**config.mk**
```make
export PLATFORM = sky130hd
export DESIGN_NAME = sacs_sequencer
export DESIGN_NICKNAME = d
export VERILOG_FILES = /design/src/hw/sacs_pkg.sv /design/src/hw/sacs_sequencer.sv
export SDC_FILE = /design/constraint.sdc
export NUM_CORES = 1
export LEC_CHECK = 0
export BUFFER_PORTS_ARGS = -buffer_cell sky130_fd_sc_hd__buf_2
export CORE_ASPECT_RATIO = 0.5
export CORE_MARGIN = 8
export CORE_UTILIZATION = 50
export CTS_CLUSTER_DIAMETER = 120
export CTS_CLUSTER_SIZE = 40
export DETAILED_ROUTE_END_ITERATION = 10
export GPL_TIMING_DRIVEN = 0
export HOLD_SLACK_MARGIN = 0.02
export PLACE_DENSITY_LB_ADDON = 0.2
export REMOVE_ABC_BUFFERS = 1
export SLEW_MARGIN = 5
export SYNTH_ARGS = -nofsm -noshare
export SYNTH_HDL_FRONTEND = slang
export SYNTH_SLANG_ARGS = --single-unit
```
**constraint.sdc**
```tcl
create_clock -name clk -period 1.75 [get_ports clk]
set_input_delay 0 -clock clk [delete_from_list [all_inputs] [get_ports clk]]
set_output_delay 0 -clock clk [all_outputs]
set_load 0.05 [all_outputs]
```
**src/hw/sacs_pkg.sv**
```systemverilog
// shared constants, types and register map of the converter control sequencer
package sacs_pkg;

	// clock and timing
	localparam int CLK_MHZ         = 50;
	localparam int FIRST_ON_US     = 500;
	localparam int FAST_ON_US      = 5;
	localparam int FIRST_ON_CYC    = FIRST_ON_US * CLK_MHZ;
	localparam int FAST_ON_CYC     = FAST_ON_US * CLK_MHZ - 1;
	localparam int CONV_TICKS      = 16;
	localparam int SER_WAIT_TICKS  = 3;
	localparam int RESULT_BITS     = 8;
	localparam int PAR_WAIT_TICKS  = 10;
	localparam int PAR_HOLD_TICKS  = 32;

	// sample period in system clocks for each speed code
	localparam int RATE_5K_CYC     = CLK_MHZ * 1000 / 5;
	localparam int RATE_10K_CYC    = CLK_MHZ * 1000 / 10;
	localparam int RATE_20K_CYC    = CLK_MHZ * 1000 / 20;
	localparam int RATE_100K_CYC   = CLK_MHZ * 1000 / 100;

	// register word addresses
	localparam logic [3:0] ADDR_CONFIG = 4'h0;
	localparam logic [3:0] ADDR_TRIM   = 4'h1;
	localparam logic [3:0] ADDR_STATUS = 4'h2;

	// reset values
	localparam logic [17:0] CONFIG_RESET = 18'h00000;
	localparam logic [7:0]  TRIM_RESET   = 8'h00;

	// conversion clock source codes
	localparam logic [1:0] CLK_RING   = 2'h0;
	localparam logic [1:0] CLK_MATRIX = 2'h1;
	localparam logic [1:0] CLK_RC     = 2'h2;
	localparam logic [1:0] CLK_SPI    = 2'h3;

	// reference codes
	localparam logic [1:0] REF_QUARTER = 2'h2;
	localparam logic [1:0] REF_NONE    = 2'h3;

	// configuration word, msb first
	typedef struct packed {
		logic       vdd_div_en;
		logic       pga_out_en;
		logic       fast_power_on;
		logic       wake_sleep_en;
		logic       native_trim_in;
		logic       multichannel_en;
		logic       trim_src_sel;
		logic [1:0] vref_sel;
		logic [1:0] speed_sel;
		logic       pseudo_diff_en;
		logic [2:0] gain_sel;
		logic       differential;
		logic [1:0] clk_sel;
	} sacs_config_type;

	// analog front-end steering bundle
	typedef struct packed {
		logic       diff_mode;
		logic       neg_from_trim;
		logic       pos_from_first;
		logic       native_trim_in;
		logic       pga_out_en;
		logic [2:0] gain_code;
		logic [1:0] vref_code;
		logic       vref_valid;
	} sacs_analog_type;

endpackage

```
**src/hw/sacs_sequencer.sv**
```systemverilog
// control sequencer for the 8-bit successive-approximation converter
`timescale 1ns/1ps

module sacs_sequencer
	import sacs_pkg::*;
#(
	parameter int FIRST_ON_CYCLES = FIRST_ON_CYC,
	parameter int RATE_5K         = RATE_5K_CYC,
	parameter int RATE_10K        = RATE_10K_CYC,
	parameter int RATE_20K        = RATE_20K_CYC,
	parameter int RATE_100K       = RATE_100K_CYC
) (
	input  wire logic        clk,
	input  wire logic        rst_n,
	// register port
	input  wire logic [3:0]  reg_addr,
	input  wire logic [31:0] reg_wdata,
	input  wire logic        reg_write,
	input  wire logic        reg_read,
	output logic      [31:0] reg_rdata,
	// candidate conversion clocks, sampled as levels
	input  wire logic        ring_osc,
	input  wire logic        matrix_clock_route,
	input  wire logic        rc_osc,
	input  wire logic        spi_sclk,
	// matrix and pins
	input  wire logic        power_down_route,
	input  wire logic        channel_select_pin,
	input  wire logic [7:0]  dcmp1_input,
	input  wire logic        comparator_high,
	// analog control
	output sacs_analog_type  analog_ctrl,
	output logic             adc_power_down,
	output logic             pga_power_down,
	output logic             analog_block_on,
	output logic             sample_hold,
	output logic      [7:0]  sar_trial,
	output logic      [7:0]  trim_code,
	// results
	output logic             serial_result,
	output logic             serial_result_oe_n,
	output logic      [7:0]  parallel_result,
	output logic             parallel_valid,
	output logic             conversion_irq
);

	typedef enum logic [1:0] {
		SACS_PW_OFF  = 2'b00,
		SACS_PW_WARM = 2'b01,
		SACS_PW_ON   = 2'b11
	} sacs_power_type;

	typedef enum logic [1:0] {
		SACS_CV_IDLE = 2'b00,
		SACS_CV_RUN  = 2'b01
	} sacs_conv_type;

	sacs_config_type cfg;
	logic      [7:0] trim_reg;
	sacs_power_type  pw_state;
	logic     [15:0] warm_cnt;
	logic            analog_up;
	sacs_conv_type   cv_state;
	logic      [3:0] phase;
	logic      [7:0] last_result;
	logic     [15:0] rate_cnt;
	logic            start_pend;
	logic            src_prev;
	logic            tick;
	logic            src_now;
	logic            pd_eff;
	logic            pd_prev;
	logic            ro_active;
	logic      [5:0] ro_cnt;
	logic      [5:0] next_ro_cnt;
	logic      [7:0] ro_snap;
	logic     [15:0] rate_period;
	logic      [2:0] bit_idx;

	// conversion clock source mux
	always_comb begin
		unique case (cfg.clk_sel)
			CLK_RING:   src_now = ring_osc;
			CLK_MATRIX: src_now = matrix_clock_route;
			CLK_RC:     src_now = rc_osc;
			CLK_SPI:    src_now = spi_sclk;
		endcase
	end

	// rising edge of the chosen source becomes one tick
	always_ff @(posedge clk) begin
		if (!rst_n) begin
			src_prev <= 1'b0;
		end else begin
			src_prev <= src_now;
		end
	end

	assign tick = src_now & ~src_prev;

	// register writes
	always_ff @(posedge clk) begin
		if (!rst_n) begin
			cfg      <= CONFIG_RESET;
			trim_reg <= TRIM_RESET;
		end else if (reg_write) begin
			if (reg_addr == ADDR_CONFIG) begin
				cfg <= reg_wdata[17:0];
			end
			if (reg_addr == ADDR_TRIM) begin
				trim_reg <= reg_wdata[7:0];
			end
		end
	end

	// register reads, data valid one cycle after the strobe
	always_ff @(posedge clk) begin
		if (!rst_n) begin
			reg_rdata <= 32'h00000000;
		end else if (reg_read) begin
			unique case (reg_addr)
				ADDR_CONFIG: reg_rdata <= {14'h0000, cfg};
				ADDR_TRIM:   reg_rdata <= {24'h000000, trim_reg};
				ADDR_STATUS: reg_rdata <= {20'h00000, ro_active, cv_state == SACS_CV_RUN,
					pw_state == SACS_PW_ON, analog_block_on, last_result};
				default:     reg_rdata <= 32'h00000000;
			endcase
		end else begin
			reg_rdata <= 32'h00000000;
		end
	end

	// power-down takes effect only with wake/sleep enabled
	assign pd_eff = power_down_route & cfg.wake_sleep_en;

	// converter and amplifier both follow the power-down route
	assign adc_power_down = pd_eff;
	assign pga_power_down = pd_eff;

	// slow mode drops the whole analog block, fast mode keeps it
	assign analog_block_on = ~(pd_eff & ~cfg.fast_power_on);

	// power-up sequencing with slow first start and fast rewake
	always_ff @(posedge clk) begin
		if (!rst_n) begin
			pw_state  <= SACS_PW_OFF;
			warm_cnt  <= 16'h0000;
			analog_up <= 1'b0;
		end else begin
			if (!analog_block_on) begin
				analog_up <= 1'b0;
			end
			unique case (pw_state)
				SACS_PW_OFF: begin
					if (!pd_eff) begin
						pw_state <= SACS_PW_WARM;
						if (analog_up && cfg.fast_power_on) begin
							warm_cnt <= 16'(FAST_ON_CYC);
						end else begin
							warm_cnt <= 16'(FIRST_ON_CYCLES - 1);
						end
					end
				end
				SACS_PW_WARM: begin
					if (pd_eff) begin
						pw_state <= SACS_PW_OFF;
					end else if (warm_cnt == 16'h0000) begin
						pw_state  <= SACS_PW_ON;
						analog_up <= 1'b1;
					end else begin
						warm_cnt <= warm_cnt - 16'h0001;
					end
				end
				SACS_PW_ON: begin
					if (pd_eff) begin
						pw_state <= SACS_PW_OFF;
					end
				end
				default: pw_state <= SACS_PW_OFF;
			endcase
		end
	end

	// sample period from speed field
	always_comb begin
		unique case (cfg.speed_sel)
			2'h0: rate_period = 16'(RATE_5K - 1);
			2'h1: rate_period = 16'(RATE_10K - 1);
			2'h2: rate_period = 16'(RATE_20K - 1);
			2'h3: rate_period = 16'(RATE_100K - 1);
		endcase
	end

	// sample-rate timer raises a start request once per period
	always_ff @(posedge clk) begin
		if (!rst_n) begin
			rate_cnt   <= 16'h0000;
			start_pend <= 1'b0;
		end else if (pw_state != SACS_PW_ON) begin
			rate_cnt   <= 16'h0000;
			start_pend <= 1'b0;
		end else begin
			if (rate_cnt >= rate_period) begin
				rate_cnt   <= 16'h0000;
				start_pend <= 1'b1;
			end else begin
				rate_cnt <= rate_cnt + 16'h0001;
				if (cv_state == SACS_CV_IDLE && tick) begin
					start_pend <= 1'b0;
				end
			end
		end
	end

	// bit under trial for phases 1..8
	assign bit_idx = 3'(4'd8 - phase);

	// sixteen-tick conversion: sample, eight trials, settle, result
	always_ff @(posedge clk) begin
		if (!rst_n) begin
			cv_state       <= SACS_CV_IDLE;
			phase          <= 4'h0;
			sar_trial      <= 8'h00;
			last_result    <= 8'h00;
			sample_hold    <= 1'b0;
			conversion_irq <= 1'b0;
		end else begin
			conversion_irq <= 1'b0;
			unique case (cv_state)
				SACS_CV_IDLE: begin
					if (pw_state == SACS_PW_ON && start_pend && tick) begin
						cv_state    <= SACS_CV_RUN;
						phase       <= 4'h0;
						sample_hold <= 1'b1;
					end
				end
				SACS_CV_RUN: begin
					if (pw_state != SACS_PW_ON) begin
						cv_state    <= SACS_CV_IDLE;
						sample_hold <= 1'b0;
					end else if (tick) begin
						phase <= phase + 4'h1;
						if (phase == 4'h0) begin
							sample_hold <= 1'b0;
							sar_trial   <= 8'h80;
						end else if (phase <= 4'h8) begin
							sar_trial[bit_idx] <= comparator_high;
							if (bit_idx != 3'h0) begin
								sar_trial[bit_idx - 3'h1] <= 1'b1;
							end
						end
						// the start tick samples, so sixteen ticks end at phase fourteen;
						// waiting for phase fifteen would stretch every conversion by one
						// tick but slow only the sample rates whose period is shorter than a conversion
						if (phase == 4'(CONV_TICKS - 2)) begin
							last_result    <= sar_trial;
							conversion_irq <= 1'b1;
							cv_state       <= SACS_CV_IDLE;
						end
					end
				end
				default: cv_state <= SACS_CV_IDLE;
			endcase
		end
	end

	// readout starts on the rising edge of the power-down route;
	// the raw route is watched so matrix logic can read results even
	// while wake/sleep is disabled and the converter stays powered;
	// the snapshot holds the last finished conversion, never a partial one
	assign next_ro_cnt = ro_cnt + 6'h01;

	// serial and parallel readout timing after the power-down edge
	always_ff @(posedge clk) begin
		if (!rst_n) begin
			pd_prev            <= 1'b0;
			ro_active          <= 1'b0;
			ro_cnt             <= 6'h00;
			ro_snap            <= 8'h00;
			serial_result      <= 1'b0;
			serial_result_oe_n <= 1'b1;
			parallel_result    <= 8'h00;
			parallel_valid     <= 1'b0;
		end else begin
			pd_prev <= power_down_route;
			if (power_down_route && !pd_prev) begin
				ro_active      <= 1'b1;
				ro_cnt         <= 6'h00;
				ro_snap        <= last_result;
				parallel_valid <= 1'b0;
			end else if (!power_down_route) begin
				// released early by the matrix: abandon the transfer
				ro_active          <= 1'b0;
				serial_result_oe_n <= 1'b1;
				parallel_valid     <= 1'b0;
			end else if (ro_active && tick) begin
				ro_cnt <= next_ro_cnt;
				// bits msb first on ticks 3..10, driven to the pin
				if (next_ro_cnt >= 6'(SER_WAIT_TICKS)
					&& next_ro_cnt < 6'(SER_WAIT_TICKS + RESULT_BITS)) begin
					serial_result      <= ro_snap[3'(6'd10 - next_ro_cnt)];
					serial_result_oe_n <= 1'b0;
				end else begin
					serial_result_oe_n <= 1'b1;
				end
				// parallel word at tick ten
				if (next_ro_cnt == 6'(PAR_WAIT_TICKS)) begin
					parallel_result <= ro_snap;
					parallel_valid  <= 1'b1;
				end
				if (next_ro_cnt == 6'(PAR_HOLD_TICKS)) begin
					ro_active <= 1'b0;
				end
			end
		end
	end

	// trim converter code source
	always_ff @(posedge clk) begin
		if (!rst_n) begin
			trim_code <= TRIM_RESET;
		end else if (cfg.trim_src_sel) begin
			trim_code <= dcmp1_input;
		end else begin
			trim_code <= trim_reg;
		end
	end

	// analog front-end steering, registered
	always_ff @(posedge clk) begin
		if (!rst_n) begin
			analog_ctrl <= '0;
		end else begin
			analog_ctrl.diff_mode      <= cfg.differential;
			analog_ctrl.neg_from_trim  <= cfg.differential & cfg.pseudo_diff_en;
			analog_ctrl.pos_from_first <= ~cfg.multichannel_en | channel_select_pin;
			analog_ctrl.native_trim_in <= cfg.native_trim_in;
			analog_ctrl.pga_out_en     <= cfg.pga_out_en;
			analog_ctrl.gain_code      <= cfg.gain_sel;
			analog_ctrl.vref_code      <= cfg.vref_sel;
			analog_ctrl.vref_valid     <= (cfg.vref_sel != REF_NONE)
				&& (cfg.vref_sel != REF_QUARTER || cfg.vdd_div_en);
		end
	end

endmodule

```
==> impl_results.md, run 1 <==
* Syn avg cell area at 8.649 sq um
* First drt pass iteration count at 7
* Commonest non-fill, non-tap cells in the layout: 135 x dfxtp_1, 113 x nand2_1, 100 x buf_2
* Clock power frac at 44.3%
* Share of layout cells above drive strength 1 at 32.28%
* GRT overflow at 0
* Comb power frac at 11.2%
* Final hold vios at 0
* Psw at 2065 uW
* # rows at 30
* Flop pwr share at 44.5%
* Max-cap violations at 0
* Global-route wire length before repair at 31880 um
* Clk root buf: clkbuf_16
* Hold Path Depth at 4
* Die width at 182.0 um
* Critical Path Sink Type: flop
* Layout Utilization at 70.66%
* Area grow syn2layout at 38.52%
* Post-route minimum period at 1952 ps
* Number of global-route vias before repair at 6409
* CP Max Fanout at 5
* EDFF count, synth at 0
* Worst-Margin Slew at 954.3 ps
* Critical setup path kind: reg -> reg
* PwrDens at 833.6 mW/mm^2
* Yosys Warn Count at 0
* Most common cell after layout, fill and taps aside: dfxtp_1
* Largest regs: cfg: 18 flops, reg_rdata: 18 flops
* Tcrit/Tclk final at 111.5%
* Setup ws final at -201.6 ps
* Area share of the largest cell type after synthesis at 43.57%
* Cell chain of the critical path: inv_4 > buf_12 > ha_4 > or4b_4 > or4_4 > a21oi_2 > o22ai_1
* DR iter-0 viols at 587
* Via count at 6683
* Critical Path AT at 2250 ps
* Setup violators final at 39
* Post-synth top flop: dfxtp_1
* Clock latency on the worst-skew pair at 420 ps
* Clk_skew at 12.64 ps
* WP data required at 2050 ps
* Final nets at 1046
* Post-Route WL at 21060 um
* DR WL/cell at 18.19 um
* CP Launch Type: flop
* CTS max path bufs at 2
* Critical-path top delay cell: or4b_4
* # clock sinks at 150
* Placer Congestion at 0.8459
* Clock-pin slew on the worst setup and hold paths at 60 ps
* Gate Count Post-Synth at 797
* TritonCTS Buffers at 17
* VDD IR-drop max at 0.6701 mV
* Largest area contributor in the netlist: dfxtp_1
* Pin count of the biggest net entering global routing at 64
* Fmax at 512.4 MHz
* Status: complete, but fails checks
* Slowest stage delay, CP at 510 ps
* Mapped Area at 0.006893 sq mm
* Core Area at 0.01351 sq mm
* Slew Limit Fails at 0
* IO Port Bufs at 101
* Initial Utilization at 51.01%
* Lkg Pwr at 0.003659 uW
* Min-delay worst type: in -> reg
* CTS tree: built
* Slew HR at 36.11%
* H-tree depth at 4
* Setup TNS at -2201 ps
* Die area at 0.01803 sq mm
* Remaining routing DRC violations at 0
* Die Ht at 99.03 um
* FF-to-FF path depth at 7
* Post-placement cell area at 0.007407 sq mm
* DP HPWL at 12310 um
* Top area cells in the synthesized netlist: dfxtp_1 44%, nand2_1 6.3%, a21oi_1 5.0%
* Boundary Pins at 130
* Int Pwr at 5893 uW
* Vias per cell at 5.771
* Sw Ratio at 25.95%
* Routed Antenna Nets at 0
* Post-synthesis sequential area ratio at 43.57%
* Failing checks: negative setup slack
* Total power at 7959 uW
* Design Area, Final at 0.009548 sq mm
* Initial antenna violation count at 0
* All-Layer GR Usage at 21.46%
* Synth async-reset ratio at 0%
* RSZ-0062 raised after global routing: yes
* #FFs+latches synth at 150
* Antenna Diode Count at 0
* Netlist cell types at 75
==> logic make-up (layout without fill, tap and decap cells) <==
| logic type | Yosys count | count (layout) | share of synthesized area (%) |
|---|---|---|---|
| fa+ha+maj | 22 | 22 | 3.993 |
| xor+xnor | 28 | 28 | 3.667 |
| flops | 150 | 150 | 43.57 |
| other cells | 1 | 15 | 0.05440 |
| simple gates | 322 | 325 | 23.11 |
| mux | 23 | 23 | 3.540 |
| buf+inv | 75 | 242 | 5.482 |
| compound gates | 176 | 177 | 16.59 |
==> critical path, delay by kind of cell (launching register included) <==
family                     cells  cell delay (ps)
and+or+nand+nor                2              940
DFF                            1              340
AOI/OAI and AO/OA              2              220
buffers and inverters          2              190
adders and majority gates      1              120
==> synthesized netlist by cell type, types with 3 or more instances <==
master    count
dfxtp_1     150
nand2_1     115
nor2_1       71
a21oi_1      69
nand3_1      37
clkbuf_1     26
and2_1       22
ha_1         22
mux2i_1      21
o21ai_0      21
inv_1        19
buf_4        16
xor2_1       16
nor3_1       12
xnor2_1      11
and3_1       10
nand4_1      10
a31oi_1       9
nand2b_1      9
o21ai_1       9
a222oi_1      8
a211oi_1      7
a22oi_1       6
nor2b_1       6
o211ai_1      6
buf_1         5
buf_2         5
o22ai_1       5
a21o_1        4
buf_6         4
nor3b_1       4
o21a_1        4
a22o_1        3
and4_1        3
nor4_1        3
or4_1         3
==> timing repair <==
action / CTS / global route
cloned: 3 / 2
pin swaps: 31 / 69
hold buffers: 30 / 0
setup endpoints to repair: 82 / 78
buffers inserted: 33 / 25
gates resized for setup: 95 / 73
hold endpoints to repair: 39 / 0
==> area by class of cell <==
class | count | area [sq um]
timing repair buffer | 191 | 1403
sequential | 150 | 3037
tap | 176 | 220.2
clock inverter | 11 | 102.6
clock buffer | 21 | 460.4
multi-input combinational | 590 | 4243
fill | 1000 | 3965
inverter | 19 | 82.58
==> power groups by stage <==
stage | sequential (uW) | combinational, uW | clock, uW
after floorplan | 3610 | 343 | 0
after global placement | 3600 | 518 | 0
after detailed placement | 3600 | 536 | 0
after CTS | 3530 | 740 | 3520
after global routing | 3540 | 944 | 3690
final | 3540 | 892 | 3530
==> per-layer routing <==
metal / up-vias / part of all wire (%) / GRT usage (%)
li1: 3138 / - / -
met2: 234 / 49 / 36.19
met3: 68 / 4.7 / 3.891
met4: 0 / 2.9 / 8.829
met1: 3243 / 43 / 26.79
met5: - / 0 / 0
==> metrics by stage <==
stage | instances | worst slack (ps) | hold WS, ps
after floorplan | 755 | -381.9 | 117.5
after global placement | 1032 | -1027 | 233.8
after detailed placement | 1034 | -781.7 | 239.9
after CTS | 1132 | -132.6 | 34.18
after global routing | 1158 | -235.1 | 43.40
final | 1158 | -201.6 | 44.15
==> path summary, 6_finish.rpt <==
check	start	end	slack (ps)
min	reg_addr[0]	reg_rdata[8]$_SDFF_PN0_	40
max reg2reg	warm_cnt[1]$_SDFFE_PN0P_	warm_cnt[8]$_SDFFE_PN0P_	-200
min reg2reg	rate_cnt[0]$_SDFF_PP0_	rate_cnt[0]$_SDFF_PP0_	460
max	warm_cnt[1]$_SDFFE_PN0P_	warm_cnt[8]$_SDFFE_PN0P_	-200
Power figures use the tool's default switching activity.
==> run 2: changes to the inputs <==
--- a/config.mk
+++ b/config.mk
@@ -7,7 +7,7 @@
 export LEC_CHECK = 0
 export BUFFER_PORTS_ARGS = -buffer_cell sky130_fd_sc_hd__buf_2
 export CORE_ASPECT_RATIO = 0.5
-export CORE_MARGIN = 8
+export CORE_MARGIN = 2
 export CORE_UTILIZATION = 50
 export CTS_CLUSTER_DIAMETER = 120
 export CTS_CLUSTER_SIZE = 40
==> impl_results.md, run 2 (synthesized netlist as in run 1, its figures left out) <==
* Die width at 170.0 um (was 182.0 um)
* Boundary Pins at 130 (unchanged)
* Psw at 2084 uW (was 2065 uW)
* CTS max path bufs at 2 (unchanged)
* Critical Path Sink Type: flop (unchanged)
* Sw Ratio at 25.46% (was 25.95%)
* Share of layout cells above drive strength 1 at 31.45% (was 32.28%)
* Hold Path Origin: reg_addr[0] (unchanged)
* Final nets at 1037 (was 1046)
* Area grow syn2layout at 36.59% (was 38.52%)
* Setup ws final at -153.1 ps (was -201.6 ps)
* Hold_ws at 45.72 ps (was 44.15 ps)
* VDD IR-drop max at 0.6788 mV (was 0.6701 mV)
* R2R Setup Slk at -150 ps (was -200 ps)
* Remaining routing DRC violations at 0 (unchanged)
* Number of global-route vias before repair at 5899 (was 6409)
* R2R Path Start: warm_cnt[0]$_SDFFE_PN0P_ (was warm_cnt[1]$_SDFFE_PN0P_)
* Post-placement cell area at 0.007407 sq mm (unchanged)
* Commonest non-fill, non-tap cells in the layout: 136 x dfxtp_1, 114 x nand2_1, 100 x buf_2 (was 135 x dfxtp_1, 113 x nand2_1, 100 x buf_2)
* Clock latency on the worst-skew pair at 430 ps (was 420 ps)
* Clk root buf: clkbuf_16 (unchanged)
* # rows at 30 (unchanged)
* Critical Path AT at 2260 ps (was 2250 ps)
* Initial Utilization at 51.01% (unchanged)
* CTS tree: built (unchanged)
* Setup violators final at 33 (was 39)
* Clk_skew at 10.78 ps (was 12.64 ps)
* DR iter-0 viols at 511 (was 587)
* Global-route wire length before repair at 29390 um (was 31880 um)
* Lkg Pwr at 0.003603 uW (was 0.003659 uW)
* Hold EP: reg_rdata[10]$_SDFF_PN0_ (was reg_rdata[8]$_SDFF_PN0_)
* Int Pwr at 6100 uW (was 5893 uW)
* Status: complete, but fails checks (unchanged)
* Vias per cell at 5.637 (was 5.771)
* Area occupied by multi-input gates at 0.004190 sq mm (was 0.004243 sq mm)
* RSZ-0062 raised after global routing: yes (unchanged)
* Slew HR at 37.87% (was 36.11%)
* Failing checks: negative setup slack (unchanged)
* Reg area at 0.003038 sq mm (was 0.003037 sq mm)
* Die Ht at 87.03 um (was 99.03 um)
* Hold Path Depth at 4 (unchanged)
* First drt pass iteration count at 8 (was 7)
* Worst-Margin Slew at 928.0 ps (was 954.3 ps)
* Inst Count DP at 1034 (unchanged)
* CP Launch Type: flop (unchanged)
* WP data required at 2100 ps (was 2050 ps)
* Final hold vios at 0 (unchanged)
* CP Max Fanout at 4 (was 5)
* Min-delay worst type: in -> reg (unchanged)
* Clock power frac at 47.1% (was 44.3%)
* FF-to-FF End: warm_cnt[12]$_SDFFE_PN0P_ (was warm_cnt[8]$_SDFFE_PN0P_)
* Layout fillers at 1026 (was 1000)
* Clock-pin slew on the worst setup and hold paths at 60 ps (about the same)
* DP HPWL at 11690 um (was 12310 um)
* Flop pwr share at 43.2% (was 44.5%)
* PwrDens at 869.1 mW/mm^2 (was 833.6 mW/mm^2)
* Total power at 8183 uW (was 7959 uW)
* Slew Limit Fails at 0 (unchanged)
* Via count at 6477 (was 6683)
* Routed Antenna Nets at 0 (unchanged)
* Post-route minimum period at 1903 ps (was 1952 ps)
* GRT overflow at 0 (unchanged)
* Die area at 0.01480 sq mm (was 0.01803 sq mm)
* Most common cell after layout, fill and taps aside: dfxtp_1 (unchanged)
* Antenna Diode Count at 0 (unchanged)
* Fin cells at 1149 (was 1158)
* DR WL/cell at 16.85 um (was 18.19 um)
* # clock sinks at 150 (unchanged)
* FF-to-FF path depth at 9 (was 7)
* Critical setup path kind: reg -> reg (unchanged)
* Design Area, Final at 0.009415 sq mm (was 0.009548 sq mm)
* Comb power frac at 9.7% (was 11.2%)
* All-Layer GR Usage at 25.36% (was 21.46%)
* H-tree depth at 4 (unchanged)
* Tcrit/Tclk final at 108.7% (was 111.5%)
* IO Port Bufs at 101 (unchanged)
* Largest regs: cfg: 18 flops, reg_rdata: 18 flops (unchanged)
* Post-Route WL at 19360 um (was 21060 um)
* TritonCTS Buffers at 17 (unchanged)
* Core Area at 0.01351 sq mm (unchanged)
* Pin count of the biggest net entering global routing at 64 (unchanged)
* Fmax at 525.5 MHz (was 512.4 MHz)
* Placer Congestion at 0.8007 (was 0.8459)
* Initial antenna violation count at 0 (unchanged)
* Max-cap violations at 0 (unchanged)
[run 2: changes by cell type in the layout (fill, tap and decap cells not counted), moves of 3 or more]
cell,before,now
buf_6,13,7
nor2_1,60,54
inv_6,0,4
nor2_2,9,13
o21ai_2,7,4
[run 2: timing repair]
item                       in CTS  in global routing
hold buffers                   30                  0
cloned                          3                  2
pin swaps                      25                 54
buffers inserted               25                 23
setup endpoints to repair      82                 74
hold endpoints to repair       39                  0
gates resized for setup        77                 75
[run 2: how the worst max path moves through the flow]
stage                     slack (ps)                   endpoint                      from
after global routing            -190  warm_cnt[13]$_SDFFE_PN0P_  warm_cnt[1]$_SDFFE_PN0P_
after detailed placement        -870       cfg[14]$_SDFFE_PN0P_               reg_addr[0]
after global placement         -1040  sar_trial[1]$_SDFFE_PN0P_                     rst_n
after floorplan                 -380  sar_trial[7]$_SDFFE_PN0P_     phase[0]$_SDFFE_PN0P_
after CTS                        -60  sar_trial[4]$_SDFFE_PN0P_       cfg[1]$_SDFFE_PN0P_
final                           -150  warm_cnt[12]$_SDFFE_PN0P_  warm_cnt[0]$_SDFFE_PN0P_
[run 2: per-stage QoR]
step                      TNS (ps)  utilization, %  worst slack [ps]
after floorplan              -4021               -            -381.9
after global placement      -72000           54.50             -1041
after detailed placement    -43500           54.81            -868.7
after CTS                   -323.0           65.61            -58.18
after global routing         -4299           69.68            -189.5
final                        -1895           69.68            -153.1
[run 2: power groups by stage]
stage          Clock [uW]  Combinational, uW  Sequential [uW]
3_3_place_gp            0                518             3600
5_1_grt              4050                848             3540
2_1_floorplan           0                343             3610
4_1_cts              3860                677             3520
6_report             3860                796             3530
3_5_place_dp            0                535             3600
[run 2: worst max-delay path, cell delays in order (launching register included)]
cell	delay, ps
dfxtp_2	360
inv_4	60
ha_4	160
nor3b_4	150
nand4_1	150
buf_4	150
o21ai_4	60
buf_6	150
or4b_4	480
a21oi_2	130
[run 2: metal layers]
layer	global-route usage, %	routed length [um]	vias up	part of all wire [%]
met4	11.81	578	0	3.0
met3	4.725	952	47	4.9
met2	41.61	9091	227	47
li1	-	-	3126	-
met1	32.85	8732	3077	45
met5	0	0	-	0
[run 2: cell type report]
| cell class | instances | area share [%] |
|---|---|---|
| tap | 176 | 2.339 |
| inverter | 19 | 0.8771 |
| timing repair buffer | 182 | 13.51 |
| multi-input combinational | 590 | 44.50 |
| sequential | 150 | 32.27 |
| clock inverter | 13 | 1.794 |
| clock buffer | 19 | 4.704 |
==> run 3: changes to the inputs <==
--- a/config.mk
+++ b/config.mk
@@ -9,6 +9,7 @@
 export CORE_ASPECT_RATIO = 0.5
 export CORE_MARGIN = 2
 export CORE_UTILIZATION = 50
+export CTS_BUF_LIST = sky130_fd_sc_hd__clkbuf_8 sky130_fd_sc_hd__clkbuf_16
 export CTS_CLUSTER_DIAMETER = 120
 export CTS_CLUSTER_SIZE = 40
 export DETAILED_ROUTE_END_ITERATION = 10
==> impl_results.md, run 3 (synthesized netlist as in run 1, its figures left out) <==
* Worst-Margin Slew at 940.3 ps (was 928.0 ps)
* DP HPWL at 11690 um (unchanged)
* Post-placement cell area at 0.007407 sq mm (unchanged)
* PwrDens at 869.0 mW/mm^2 (was 869.1 mW/mm^2)
* Die width at 170.0 um (unchanged)
* Top sig layer: met4 (unchanged)
* FF-to-FF End: warm_cnt[12]$_SDFFE_PN0P_ (unchanged)
* Fmax at 525.4 MHz (was 525.5 MHz)
* Fin cells at 1149 (unchanged)
* Clock-pin slew on the worst setup and hold paths at 60 ps (about the same)
* FF-to-FF path depth at 9 (unchanged)
* Layout fillers at 1026 (unchanged)
* Met2 wire len at 9070 um (was 9091 um)
* Placer Congestion at 0.8007 (unchanged)
* IO Port Bufs at 101 (unchanged)
* Post-Route WL at 19360 um (about the same)
* R2R Setup Slk at -150 ps (about the same)
* Slowest stage delay, CP at 480 ps (about the same)
* Die area at 0.01480 sq mm (unchanged)
* All-Layer GR Usage at 25.36% (unchanged)
* WP data required at 2100 ps (about the same)
* # clock sinks at 150 (unchanged)
* Status: complete, but fails checks (unchanged)
* Clk_skew at 9.966 ps (was 10.78 ps)
* Setup ws final at -153.3 ps (was -153.1 ps)
* Slew HR at 37.05% (was 37.87%)
* Final hold vios at 0 (unchanged)
* R2R Path Start: warm_cnt[0]$_SDFFE_PN0P_ (unchanged)
* Max-cap violations at 0 (unchanged)
* Slew Limit Fails at 0 (unchanged)
* Total power at 8182 uW (was 8183 uW)
* VDD IR-drop max at 0.6838 mV (was 0.6788 mV)
* Critical-path top delay cell: or4b_4 (unchanged)
* Boundary Pins at 130 (unchanged)
* Pin count of the biggest net entering global routing at 64 (unchanged)
* Area grow syn2layout at 36.59% (unchanged)
* Antenna Diode Count at 0 (unchanged)
* Setup violators final at 33 (unchanged)
* RSZ-0062 raised after global routing: yes (unchanged)
* Commonest non-fill, non-tap cells in the layout: 136 x dfxtp_1, 114 x nand2_1, 100 x buf_2 (unchanged)
* Final nets at 1037 (unchanged)
* Remaining routing DRC violations at 0 (unchanged)
* CP Max Fanout at 4 (unchanged)
* Lkg Pwr at 0.003607 uW (was 0.003603 uW)
* Post-Place Worst Slack at -868.7 ps (unchanged)
* Largest regs: cfg: 18 flops, reg_rdata: 18 flops (unchanged)
* Min-delay worst type: in -> reg (unchanged)
* Cell chain of the critical path: inv_4 > ha_4 > nor3b_4 > nand4_1 > buf_4 > o21ai_4 > buf_6 > or4b_4 > a21oi_2 (unchanged)
* Clock latency on the worst-skew pair at 430 ps (about the same)
* Hold Path Origin: reg_addr[0] (unchanged)
* First drt pass iteration count at 5 (was 8)
* Inst Count DP at 1034 (unchanged)
* Most common cell after layout, fill and taps aside: dfxtp_1 (unchanged)
* Design Area, Final at 0.009415 sq mm (unchanged)
* CTS tree: built (unchanged)
* Share of layout cells above drive strength 1 at 31.45% (unchanged)
* Routed wl met3 at 939 um (was 952 um)
* GRT overflow at 0 (unchanged)
* Core Area at 0.01351 sq mm (unchanged)
* Initial antenna violation count at 0 (unchanged)
* TritonCTS Buffers at 17 (unchanged)
* CP Launch Type: flop (unchanged)
* H-tree depth at 4 (unchanged)
* Vias per cell at 5.635 (was 5.637)
* Failing checks: negative setup slack (unchanged)
* Tcrit/Tclk final at 108.8% (was 108.7%)
* Die Ht at 87.03 um (unchanged)
* CTS max path bufs at 2 (unchanged)
* Number of global-route vias before repair at 5899 (unchanged)
* Initial Utilization at 51.01% (unchanged)
* Hold EP: reg_rdata[10]$_SDFF_PN0_ (unchanged)
* Clk root buf: clkbuf_16 (unchanged)
* Post-route minimum period at 1903 ps (about the same)
* DR iter-0 viols at 507 (was 511)
* Via count at 6475 (was 6477)
* Routed Antenna Nets at 0 (unchanged)
* M1 WL at 8753 um (was 8732 um)
* # rows at 30 (unchanged)
* Global-route wire length before repair at 29390 um (unchanged)
* Critical Path Sink Type: flop (unchanged)
* Critical Path AT at 2260 ps (about the same)
* DR WL/cell at 16.85 um (about the same)
* Hold Path Depth at 4 (unchanged)
* Critical setup path kind: reg -> reg (unchanged)
run 3: layout make-up:
type                    count  area (sq um)  share of cell area [%]
multi-input cells         590          4190                   44.50
flip-flops and latches    150          3038                   32.27
repair buffers            182          1272                   13.51
clock buffers              18         439.2                   4.664
well taps                 176         220.2                   2.339
clock inverters            14         172.7                   1.834
inverters                  19         82.58                  0.8771
run 3: worst max-delay path by stage:
stage                             start                         to  slack, ps  cells after the start
4_1_cts             cfg[1]$_SDFFE_PN0P_  sar_trial[4]$_SDFFE_PN0P_        -60                      5
3_5_place_dp                reg_addr[0]       cfg[14]$_SDFFE_PN0P_       -870                      5
2_1_floorplan     phase[0]$_SDFFE_PN0P_  sar_trial[7]$_SDFFE_PN0P_       -380                      7
5_1_grt        warm_cnt[1]$_SDFFE_PN0P_  warm_cnt[13]$_SDFFE_PN0P_       -190                     10
3_3_place_gp                      rst_n  sar_trial[1]$_SDFFE_PN0P_      -1040                      4
6_report       warm_cnt[0]$_SDFFE_PN0P_  warm_cnt[12]$_SDFFE_PN0P_       -150                      9
run 3: critical path: cells and delay by family (launching register included):
kind                     cells  cell delay, ps
adder cells (fa/ha/maj)      1             160
buffers and inverters        3             360
AND/OR/NAND/NOR              3             780
flip-flops                   1             360
AO/OA/AOI/OAI                2             190
run 3: through the flow:
step | TNS, ps | hold WS (ps) | utilization [%]
after floorplan | -4021 | 117.5 | -
after global placement | -72000 | 237.9 | 54.50
after detailed placement | -43500 | 247.5 | 54.81
after CTS | -326.4 | 37.98 | 65.61
after global routing | -4302 | 81.64 | 69.68
final | -1899 | 45.06 | 69.68
run 3: timing repair:
item / 4_1_cts / 5_1_grt
hold buffers: 30 / 0
setup buffers: 25 / 23
cloned: 3 / 2
pin swaps: 25 / 54
setup endpoints to repair: 82 / 74
resized for setup: 77 / 75
endpoints found under the hold margin: 39 / 0
run 3: layer usage:
| layer | vias to the layer above | GRT usage (%) |
|---|---|---|
| met5 | - | 0 |
| met2 | 229 | 41.61 |
| met3 | 50 | 4.725 |
| met1 | 3070 | 32.85 |
| li1 | 3126 | - |
| met4 | 0 | 11.81 |
run 3: where the power goes:
group          switching [uW]  internal (uW)  total (uW)  leakage, uW
clock                    1560           2300        3850     0.000303
sequential               71.6           3460        3530      0.00122
combinational             459            337         796      0.00208
